File: src/pkg/backdoor_unlock_pkg.sv
package backdoor_unlock_pkg;

  // ---------------------------------------------------------------------------
  // Address map
  // ---------------------------------------------------------------------------
  localparam logic [15:0] FLASH_BASE_ADDR   = 16'hF000;
  localparam logic [15:0] VECTOR_BLOCK_BASE = 16'hFE00;
  localparam logic [15:0] KEY_BASE_ADDR     = 16'hFFB0;
  localparam logic [15:0] NV_PROT_ADDR      = 16'hFFBD;
  localparam logic [15:0] NV_OPT_ADDR       = 16'hFFBF;
  localparam logic [15:0] CONFIG_REG_ADDR   = 16'h1823;
  localparam logic [15:0] PROTECT_REG_ADDR  = 16'h1824;

  // ---------------------------------------------------------------------------
  // Field layout
  // ---------------------------------------------------------------------------
  localparam int          KEY_BYTES        = 8;
  localparam logic [3:0]  KEY_LAST_INDEX   = 4'h7;
  localparam logic [3:0]  KEY_COUNT        = 4'h8;
  localparam int          BACKDOOR_PERMIT_POS = 7;
  localparam int          SEC_FIELD_LSB    = 0;
  localparam int          KEY_ACCESS_POS   = 5;
  localparam int          VEC_PROTECT_POS  = 0;
  localparam logic [1:0]  SEC_UNSECURED    = 2'h2;

  // ---------------------------------------------------------------------------
  // Reset values
  // ---------------------------------------------------------------------------
  localparam logic [7:0]  CONFIG_RESET     = 8'h00;

  // ---------------------------------------------------------------------------
  // Types
  // ---------------------------------------------------------------------------
  typedef struct packed {
    logic        valid;
    logic [15:0] addr;
    logic [7:0]  data;
    logic        from_debug;
    logic        from_secure;
  } bus_write_type;

  typedef struct packed {
    logic        start;
    logic [15:0] addr;
    logic [7:0]  data;
  } flash_cmd_type;

  typedef logic [KEY_BYTES-1:0][7:0] key_bytes_type;

  typedef enum logic [1:0] {
    ST_IDLE,
    ST_ENTRY,
    ST_CHECK
  } unlock_state_type;

endpackage : backdoor_unlock_pkg

File: src/verilog/key_entry_mem.sv
`timescale 1ns/1ps
module key_entry_mem #(
  parameter int WIDTH = 8,
  parameter int DEPTH = 8,
  parameter int AW    = 3
) (
  // Clock
  input  wire logic             sys_clk_i,
  // Write side
  input  wire logic             wr_en_i,
  input  wire logic [AW-1:0]    wr_idx_i,
  input  wire logic [WIDTH-1:0] wr_data_i,
  // Read side
  input  wire logic [AW-1:0]    rd_idx_i,
  output logic      [WIDTH-1:0] rd_data_o
);

  logic [WIDTH-1:0] mem_q [DEPTH];

  // Contents need no reset: an unlock needs eight in-order key writes, which rewrite every entry the check reads
  always_ff @(posedge sys_clk_i) begin
    if (wr_en_i) begin
      mem_q[wr_idx_i] <= wr_data_i;
    end
  end

  always_ff @(posedge sys_clk_i) begin
    rd_data_o <= mem_q[rd_idx_i];
  end

endmodule : key_entry_mem

File: src/verilog/backdoor_unlock.sv
`timescale 1ns/1ps
// Contract
// - Key unlock is possible only while the backdoor permit bit of the option register is 1.
// - While key compare access is 1, writes to the eight key locations are compare values, not flash commands.
// - Clearing key compare access after eight matching bytes sets the security field to 1:0 until reset.
// - Key bytes are accepted only from code running in secure memory, never from debug commands.
// - The block protect register is written only by debug commands; application writes are ignored.
// - Application code cannot change protection, and unlock never alters stored protection, security or key.
// - Option and key locations sit in the 512-byte vector block, so its protection covers the key.
// - A blank check that finds the whole flash erased disengages security until reset.
// - Key locations are programmed with the ordinary flash program commands.
// - At reset the option and protect bytes are copied into the option and protect registers.
module backdoor_unlock
  import backdoor_unlock_pkg::*;
(
  // Clock and reset
  input  wire logic          sys_clk_i,
  input  wire logic          sys_rst_i,
  // CPU and debug writes
  input  wire bus_write_type bus_wr_i,
  // Nonvolatile contents
  input  wire logic [7:0]    nv_option_byte_i,
  input  wire logic [7:0]    nv_protect_byte_i,
  input  wire key_bytes_type stored_compare_key_i,
  // Blank check result
  input  wire logic          blank_check_done_i,
  input  wire logic          blank_check_erased_i,
  // Flash command path
  output flash_cmd_type      flash_cmd_o,
  // Status
  output logic [7:0]         flash_option_reg_o,
  output logic [7:0]         block_protect_reg_o,
  output logic [7:0]         flash_config_reg_o,
  output logic [1:0]         security_state_field_o,
  output logic               secured_o,
  output logic               key_check_busy_o
);

  // ---------------------------------------------------------------------------
  // Decode
  // ---------------------------------------------------------------------------
  logic       key_hit;
  logic       cfg_hit;
  logic       prot_hit;
  logic       flash_hit;
  logic       vec_block_hit;
  logic [2:0] key_off;
  logic       acc_q;
  logic       acc_set;
  logic       acc_clr;
  logic       permit;
  logic       vec_protected;

  assign key_off       = bus_wr_i.addr[2:0];
  assign flash_hit     = bus_wr_i.addr >= FLASH_BASE_ADDR;
  assign vec_block_hit = bus_wr_i.addr >= VECTOR_BLOCK_BASE;
  assign permit        = flash_option_reg_o[BACKDOOR_PERMIT_POS];
  assign vec_protected = block_protect_reg_o[VEC_PROTECT_POS];

  always_comb begin
    key_hit  = 1'b0;
    cfg_hit  = 1'b0;
    prot_hit = 1'b0;
    if (!bus_wr_i.valid) begin
      key_hit = 1'b0;
    end else if (bus_wr_i.addr[15:3] == KEY_BASE_ADDR[15:3]) begin
      key_hit = 1'b1;
    end else if (bus_wr_i.addr == CONFIG_REG_ADDR) begin
      cfg_hit = 1'b1;
    end else if (bus_wr_i.addr == PROTECT_REG_ADDR) begin
      prot_hit = 1'b1;
    end
  end

  // Key access is set only by secure code and only when permitted
  assign acc_set = cfg_hit && bus_wr_i.from_secure && !bus_wr_i.from_debug
                   && bus_wr_i.data[KEY_ACCESS_POS] && permit;
  assign acc_clr = cfg_hit && !bus_wr_i.data[KEY_ACCESS_POS];

  // ---------------------------------------------------------------------------
  // Option, protect and config registers
  // ---------------------------------------------------------------------------
  always_ff @(posedge sys_clk_i) begin
    if (sys_rst_i) begin
      flash_option_reg_o <= nv_option_byte_i;
    end
  end

  always_ff @(posedge sys_clk_i) begin
    if (sys_rst_i) begin
      block_protect_reg_o <= nv_protect_byte_i;
    end else if (prot_hit && bus_wr_i.from_debug) begin
      block_protect_reg_o <= bus_wr_i.data;
    end
  end

  always_ff @(posedge sys_clk_i) begin
    if (sys_rst_i) begin
      acc_q <= CONFIG_RESET[KEY_ACCESS_POS];
    end else if (acc_set) begin
      acc_q <= 1'b1;
    end else if (acc_clr) begin
      acc_q <= 1'b0;
    end
  end

  always_comb begin
    flash_config_reg_o                 = CONFIG_RESET;
    flash_config_reg_o[KEY_ACCESS_POS] = acc_q;
  end

  // ---------------------------------------------------------------------------
  // Flash command path
  // ---------------------------------------------------------------------------
  // Protected vector block refuses commands, which also shields option and key
  always_ff @(posedge sys_clk_i) begin
    if (sys_rst_i) begin
      flash_cmd_o <= '0;
    end else begin
      flash_cmd_o.start <= bus_wr_i.valid && flash_hit && !(key_hit && acc_q)
                           && !(vec_block_hit && vec_protected);
      flash_cmd_o.addr  <= bus_wr_i.addr;
      flash_cmd_o.data  <= bus_wr_i.data;
    end
  end

  // ---------------------------------------------------------------------------
  // Key entry sequencing
  // ---------------------------------------------------------------------------
  unlock_state_type state_q;
  logic [3:0]       entry_cnt_q;
  logic             seq_bad_q;
  logic             last_key_wr_q;
  logic             key_wr;
  logic [3:0]       chk_idx_q;
  logic             mismatch_q;
  logic [7:0]       entered_byte;
  logic             chk_done;

  assign key_wr   = key_hit && acc_q && state_q == ST_ENTRY;
  assign chk_done = state_q == ST_CHECK && chk_idx_q == KEY_COUNT;

  always_ff @(posedge sys_clk_i) begin
    if (sys_rst_i) begin
      state_q <= ST_IDLE;
    end else begin
      case (state_q)
        ST_IDLE: begin
          if (acc_set) begin
            state_q <= ST_ENTRY;
          end
        end
        ST_ENTRY: begin
          if (acc_clr) begin
            state_q <= ST_CHECK;
          end
        end
        ST_CHECK: begin
          if (chk_done) begin
            state_q <= ST_IDLE;
          end
        end
        default: begin
          state_q <= ST_IDLE;
        end
      endcase
    end
  end

  // Out of order, adjacent-cycle or non-secure key writes spoil the attempt
  always_ff @(posedge sys_clk_i) begin
    if (sys_rst_i || acc_set) begin
      entry_cnt_q   <= 4'h0;
      seq_bad_q     <= 1'b0;
      last_key_wr_q <= 1'b0;
    end else begin
      last_key_wr_q <= key_wr;
      if (key_wr) begin
        if (entry_cnt_q > KEY_LAST_INDEX || {1'b0, key_off} != entry_cnt_q) begin
          seq_bad_q <= 1'b1;
        end
        if (last_key_wr_q) begin
          seq_bad_q <= 1'b1;
        end
        if (bus_wr_i.from_debug || !bus_wr_i.from_secure) begin
          seq_bad_q <= 1'b1;
        end
        if (entry_cnt_q <= KEY_LAST_INDEX) begin
          entry_cnt_q <= entry_cnt_q + 4'h1;
        end
      end
    end
  end

  key_entry_mem #(
    .WIDTH (8),
    .DEPTH (KEY_BYTES),
    .AW    (3)
  ) u_key_mem (
    .sys_clk_i (sys_clk_i),
    .wr_en_i   (key_wr),
    .wr_idx_i  (key_off),
    .wr_data_i (bus_wr_i.data),
    .rd_idx_i  (chk_idx_q[2:0]),
    .rd_data_o (entered_byte)
  );

  // ---------------------------------------------------------------------------
  // Compare walk, one byte a cycle; read data lag the index by one
  // ---------------------------------------------------------------------------
  always_ff @(posedge sys_clk_i) begin
    if (sys_rst_i || state_q != ST_CHECK) begin
      chk_idx_q  <= 4'h0;
      mismatch_q <= 1'b0;
    end else if (!chk_done) begin
      chk_idx_q <= chk_idx_q + 4'h1;
      if (chk_idx_q != 4'h0 && entered_byte != stored_compare_key_i[chk_idx_q[2:0] - 3'h1]) begin
        mismatch_q <= 1'b1;
      end
    end
  end

  logic last_ok;
  assign last_ok = entered_byte == stored_compare_key_i[KEY_LAST_INDEX[2:0]];

  // ---------------------------------------------------------------------------
  // Security state, volatile only
  // ---------------------------------------------------------------------------
  always_ff @(posedge sys_clk_i) begin
    if (sys_rst_i) begin
      security_state_field_o <= nv_option_byte_i[SEC_FIELD_LSB +: 2];
    end else if (blank_check_done_i && blank_check_erased_i) begin
      security_state_field_o <= SEC_UNSECURED;
    end else if (chk_done && !mismatch_q && last_ok && !seq_bad_q
                 && entry_cnt_q == KEY_COUNT && permit) begin
      security_state_field_o <= SEC_UNSECURED;
    end
  end

  assign secured_o        = security_state_field_o != SEC_UNSECURED;
  assign key_check_busy_o = state_q == ST_CHECK;

endmodule : backdoor_unlock

File: config.mk
export PLATFORM = sky130hd
export DESIGN_NAME = backdoor_unlock
export DESIGN_NICKNAME = d
export VERILOG_FILES = /design/src/pkg/backdoor_unlock_pkg.sv /design/src/verilog/key_entry_mem.sv /design/src/verilog/backdoor_unlock.sv
export SDC_FILE = /design/constraint.sdc
export NUM_CORES = 1
export LEC_CHECK = 0
export BUFFER_PORTS_ARGS = -buffer_cell sky130_fd_sc_hd__buf_2
export CORE_ASPECT_RATIO = 0.7
export CORE_MARGIN = 5
export CORE_UTILIZATION = 39
export DETAILED_ROUTE_END_ITERATION = 8
export PLACE_DENSITY = 0.6
export REMOVE_ABC_BUFFERS = 1
export SYNTH_ARGS = -nofsm -noshare
export SYNTH_HDL_FRONTEND = slang
export SYNTH_SLANG_ARGS = --single-unit
File: constraint.sdc
create_clock -name sys_clk_i -period 3.6 [get_ports sys_clk_i]
set_input_delay 1.08 -clock sys_clk_i [delete_from_list [all_inputs] [get_ports sys_clk_i]]
set_output_delay 1.08 -clock sys_clk_i [all_outputs]
set_load 0.01 [all_outputs]
* After elaboration in Yosys (flattened, before gate mapping)
Memories as Yosys holds them, arrays and structs flattened. A register that Yosys moved wholly into a read port is not among the register bits.
Index checks and enable logic that the tools add are counted.
** Operators by class
- Add/sub/neg operators :: 3
- Multipliers :: 0
- Divide/modulo/power cells :: 0
- Order comparisons :: 5
- Equal/unequal tests :: 15
- Shift operators :: 0
- Muxes and demuxes :: 27
- Bitwise gates (word level) :: 1
- Reductions and logical operators :: 41
** Operators by type and width (count)
- $eq 16x13->1 const B :: 2
- $ge 16x16->1 const B :: 2
- $bmux 8 s3 :: 1
- $mux 8 :: 3
- $logic_and 1x1->1 :: 20
- $mux 1 :: 16
- $eq 13x13->1 const B :: 1
- $mux 2 :: 6
- $add 4x1->4 const B :: 2
- $eq 4x4->1 const B :: 2
- $eq 8x8->1 :: 1
- $ne 2x2->1 const B :: 4
- $ne 8x8->1 :: 1
- $logic_not 1->1 :: 7
- $pmux 2 s3 :: 1
- $reduce_and 2->1 :: 3
- $reduce_bool 3->1 :: 2
- $gt 4x3->1 const B :: 1
- $le 4x3->1 const B :: 1
- $logic_or 1x1->1 :: 4
- $lt 3x4->1 const B :: 1
- $ne 3x4->1 :: 1
- $reduce_bool 2->1 :: 2
- $reduce_bool 4->1 :: 1
- 7 further kinds :: 7
** Storage, ports and cells
- Register bits after elaboration :: 57
- Latch bits :: 0
- Bits in writable memories :: 64
- Bits in read-only memories :: 0
- Input port bits :: 111
- Output and inout bits :: 53
- Logic and storage cells :: 106
- Memories :: 1
** Memory list
- u_key_mem.mem_q :: words 8, width 8, rd ports 1, clocked after Yosys merged registers in 1, wr ports 1, RTL line key_entry_mem.sv:18 : logic [WIDTH-1:0] mem_q [DEPTH];

* Longest topological paths before layout
- Word-level depth :: 10
- Mapped depth :: 14
- Gate-level depth less buffers :: 8

* Cells and area by module
From an unflattened synthesis, not the netlist that was laid out.
** Unflattened totals
- Cell total of the unflattened synthesis :: 361
- Area total of the unflattened synthesis :: 5545.3 um^2
** By module, submodules not included
- backdoor_unlock :: instances 1, cells an instance 247, area an instance 2854.0 um^2, seq. area each 1321.3 um^2
- key_entry_mem :: instances 1, cells an instance 114, area an instance 2691.3 um^2, seq. area each 2082.0 um^2

* Worst setup path after synthesis
Ideal clock, no wire load.
- Path kind :: input -> register
- Start :: input port bus_wr_i[16] in the netlist's numbering
- End :: memory u_key_mem.mem_q[0][0], enable pin
- Setup time :: 0.383 ns
- Arrival :: 2.565 ns
- Data required time :: 3.217 ns
- Slack :: 0.652 ns
- Stages on the path :: 5
- Path buffers :: 0
- Path through :: nand4bb_1 > nor4_1 > and2_1 > nand2b_1 > nor3_1
** On the way
- Cells in the longest elaborated chain, start to end :: 7
** RTL lines
- start: declaration :: RTL line backdoor_unlock.sv:20 : input wire bus_write_type bus_wr_i,
- $eq 13x13->1 :: RTL line backdoor_unlock.sv:66 : end else if (bus_wr_i.addr[15:3] == KEY_BASE_ADDR[15:3]) begin
- $mux 1 :: RTL line backdoor_unlock.sv:66
- $mux 1 :: RTL line backdoor_unlock.sv:64 : if (!bus_wr_i.valid) begin
- $logic_and 1x1->1 (2 in a row) :: RTL line backdoor_unlock.sv:140 : assign key_wr = key_hit && acc_q && state_q == ST_ENTRY;
- $mux 1 :: RTL line key_entry_mem.sv:22 : if (wr_en_i) begin
- $mux 1 (not written as such) :: RTL line key_entry_mem.sv:23 : mem_q[wr_idx_i] <= wr_data_i;
- end: declaration :: RTL line key_entry_mem.sv:18
Every way passes these cells.

* Worst setup path after layout
- Start :: input port bus_wr_i[16] in the netlist's numbering
- End :: memory u_key_mem.mem_q[6][2], enable pin
The elaborated chain is that of the path after synthesis.

==> metrics.csv <==
metric,value,unit
cell with the most instances after synthesis,edfxtp_1,
Post-Layout Inst Area,7072,um^2
final slew viol count,0,
Crit path largest cell delay,0.51,ns
Yosys reg bits,129,
Post-Syn Instances,373,
DRC errors left,0,
crit path cell chain,buf_2 > nand4bb_1 > nor4_1 > and2_1 > nand2b_1 > nor2_1,
die height,109.4,um
most frequent cells after synthesis,"82 x edfxtp_1, 47 x dfxtp_1, 29 x nand2_1",
I/O Buffers,156,
hold depth,2,
largest net degree at the start of global routing,35,
endpoint class of the critical path,register,
worst-path maximum fanout,8,
hpwl dp,10110,um
vias in the first global route,3592,
routability cong.,0.9021,
WS Path Type,primary input to register,
critical path arrival,2.81,ns
Finished Layout Cells,742,
critical path's slowest cell,nor2_1,
measured slew at the worst slew-check pin,0.6935,ns
worst r2r dst,mismatch_q,
# resized after CTS,0,
VDD IR-drop max,0.4085,mV
cell family with most CP delay,simple AND/OR/NAND/NOR gates,
final wirelength,13510,um
Area Growth Syn to Fin,28.57,%
worst skew pair latency,0.41,ns
r2r startpoint,chk_idx_q[0],
post-synthesis sequential area ratio,61.87,%
Antenna Violating Nets Remaining,0,
Horiz. Die Dim,151.9,um
Max Cap Viol,0,
gr ovfl total,0,
DP Cell Count,710,
Synth Warn #,0,
fmax,360.3,MHz
Avg WL per Cell,18.21,um
endpoints failing setup,0,
syn_area_per_cell,14.75,um^2
critical path endpoint,u_key_mem.mem_q[6][2],
TritonCTS clock tree,done,
initial antenna violation count,0,
Post-synth EDFFs,82,
hold_buf cts,0,
Startpoint Class,primary input,
clk sinks,129,
placed inst area,6447,um^2
CTS Buf Count,17,
Power per Cell Area,505.8,nW/um^2
Setup TNS,0,ns
die area,16620,um^2
RSZ-0062 raised after global routing,no,
worst hold path class,register to register,
cell accounting for the most synthesized area,edfxtp_1,
"Period Utilization, post-route",77.09,%
setup bufs post-CTS,0,
Worst-path clk slew,0.06,ns
Via density,4.910,
status,completed,
CTS H-Tree Depth,4,
IO Pins,164,
CP required,3.64,ns
Rows,36,
root buf cell,clkbuf_16,
Pleak,2.802,nW
nets,654,
Synth Flop Type,edfxtp_1,
synth top area cells,"edfxtp_1 45%, dfxtp_1 17%, mux4_2 7.8%",
Final Hold Fails,0,
layout cell share with drive strength beyond 1,40.22,%
Core ar.,13870,um^2
Mapped Area,5500,um^2
Synth top area share,44.77,%
Post-synth ARST share,0,%
Worst Path Buf+Inv,1,
minimum clock period,2.775,ns
Setup WS pre-CTS,0.3863,ns
CP startpoint,bus_wr_i[16],
vias,3643,
Slew HR,53.14,%
TritonRoute pass-1 iters,4,
GRT Resource Usage Total,16.39,%
Hold Crit Start,seq_bad_q,
synth unique cells,45,
first-pass GRT wire length,20440,um
clk buf depth,2,
clock skew,0.006978,ns
Pwr Total,0.003577,W
"reg-to-reg slack, setup",0.92,ns
n_diodes,0,
final worst-path setup slack,0.8247,ns
drt first-iter violations,327,
CP Depth,6,
cell depth of the worst flop-to-flop path,8,
initial cell density of the core,39.65,%
registers in the layout, summed over array words and instances, names as in the netlist:
| signal | flops |
|---|---|
| chk_idx_q | 4 |
| block_protect_reg_o | 8 |
| mismatch_q | 1 |
| security_state_field_o | 2 |
| entry_cnt_q | 4 |
| u_key_mem.rd_data_o | 8 |
| u_key_mem.mem_q | 64 |
| seq_bad_q | 1 |
| flash_option_reg_o | 8 |
| state_q | 2 |
| acc_q | 1 |
| flash_cmd_o | 25 |
| last_key_wr_q | 1 |
metal layers:
layer	up-vias	GRT usage [%]	share of wire, %
li1	1710	-	-
met1	1742	24.42	49
met2	179	22.37	41
met3	12	5.822	8.8
met4	0	4.939	0.97
met5	-	0	0
worst min-delay path, delay by kind of cell, from the launching register on:
family,cells,cell delay (ns)
AO/OA/AOI/OAI,1,0.04
flip-flops,1,0.33
AND/OR/NAND/NOR,1,0.07
where the power goes:
group	switching, W	internal (W)
Clock	0.000642	0.00111
Sequential	0.00000884	0.00161
Combinational	0.000110	0.000104
per-stage QoR:
| step | util [%] | hold WS, ns |
|---|---|---|
| after floorplan | - | 0.4371 |
| after global placement | 46.47 | 0.4489 |
| after detailed placement | 46.47 | 0.4661 |
| after CTS | 50.97 | 0.4797 |
| after global routing | 50.97 | 0.5160 |
| final | 50.97 | 0.4858 |
logic make-up after synthesis:
logic type | Yosys count | synth area share, %
xor gates and xnor gates | 32 | 5.096
and+or+nand+nor | 122 | 11.78
muxes | 33 | 14.17
buffers and inverters | 32 | 3.503
other | 1 | 0.06818
adders and majority gates | 4 | 0.9100
AOI/OAI and AO/OA | 20 | 2.594
DFF | 129 | 61.87
cell type report:
class | count | area, um^2
Clock buffer | 21 | 514.2
Clock inverter | 11 | 110.1
Fill cell | 1206 | 6802
Inverter | 8 | 30.03
Multi-Input combinational cell | 218 | 1927
Sequential cell | 129 | 3405
Tap cell | 190 | 237.7
Timing Repair Buffer | 165 | 848.3
worst min-delay path by stage:
stage	end	slack, ns
3_5_place_dp	seq_bad_q	0.47
4_1_cts	seq_bad_q	0.48
3_3_place_gp	seq_bad_q	0.45
6_report	seq_bad_q	0.49
2_1_floorplan	seq_bad_q	0.44
5_1_grt	seq_bad_q	0.52
cells in the final DEF, fill, tap and decap left out, types with 3 or more instances in the layout:
cell type  Yosys  layout
nand3_1        4       4
xnor2_1       27      27
nor3b_1        3       3
buf_4          8       9
a21oi_1        3       3
nand4_1        7       7
nor2_1        23      23
inv_6          0       4
nand2b_1       7       7
conb_1         1       7
dfxtp_1       47      46
nor4_1         4       4
mux4_1        13      13
inv_1          7       7
buf_2          1     156
clkbuf_16      0      20
nand2_1       29      29
mux4_2        19      19
nor3_1         6       6
xor2_1         5       5
edfxtp_1      82      82
nor2b_1       24      24
a21o_1         8       8
ha_1           4       4
(Power assumes the default switching activity.)
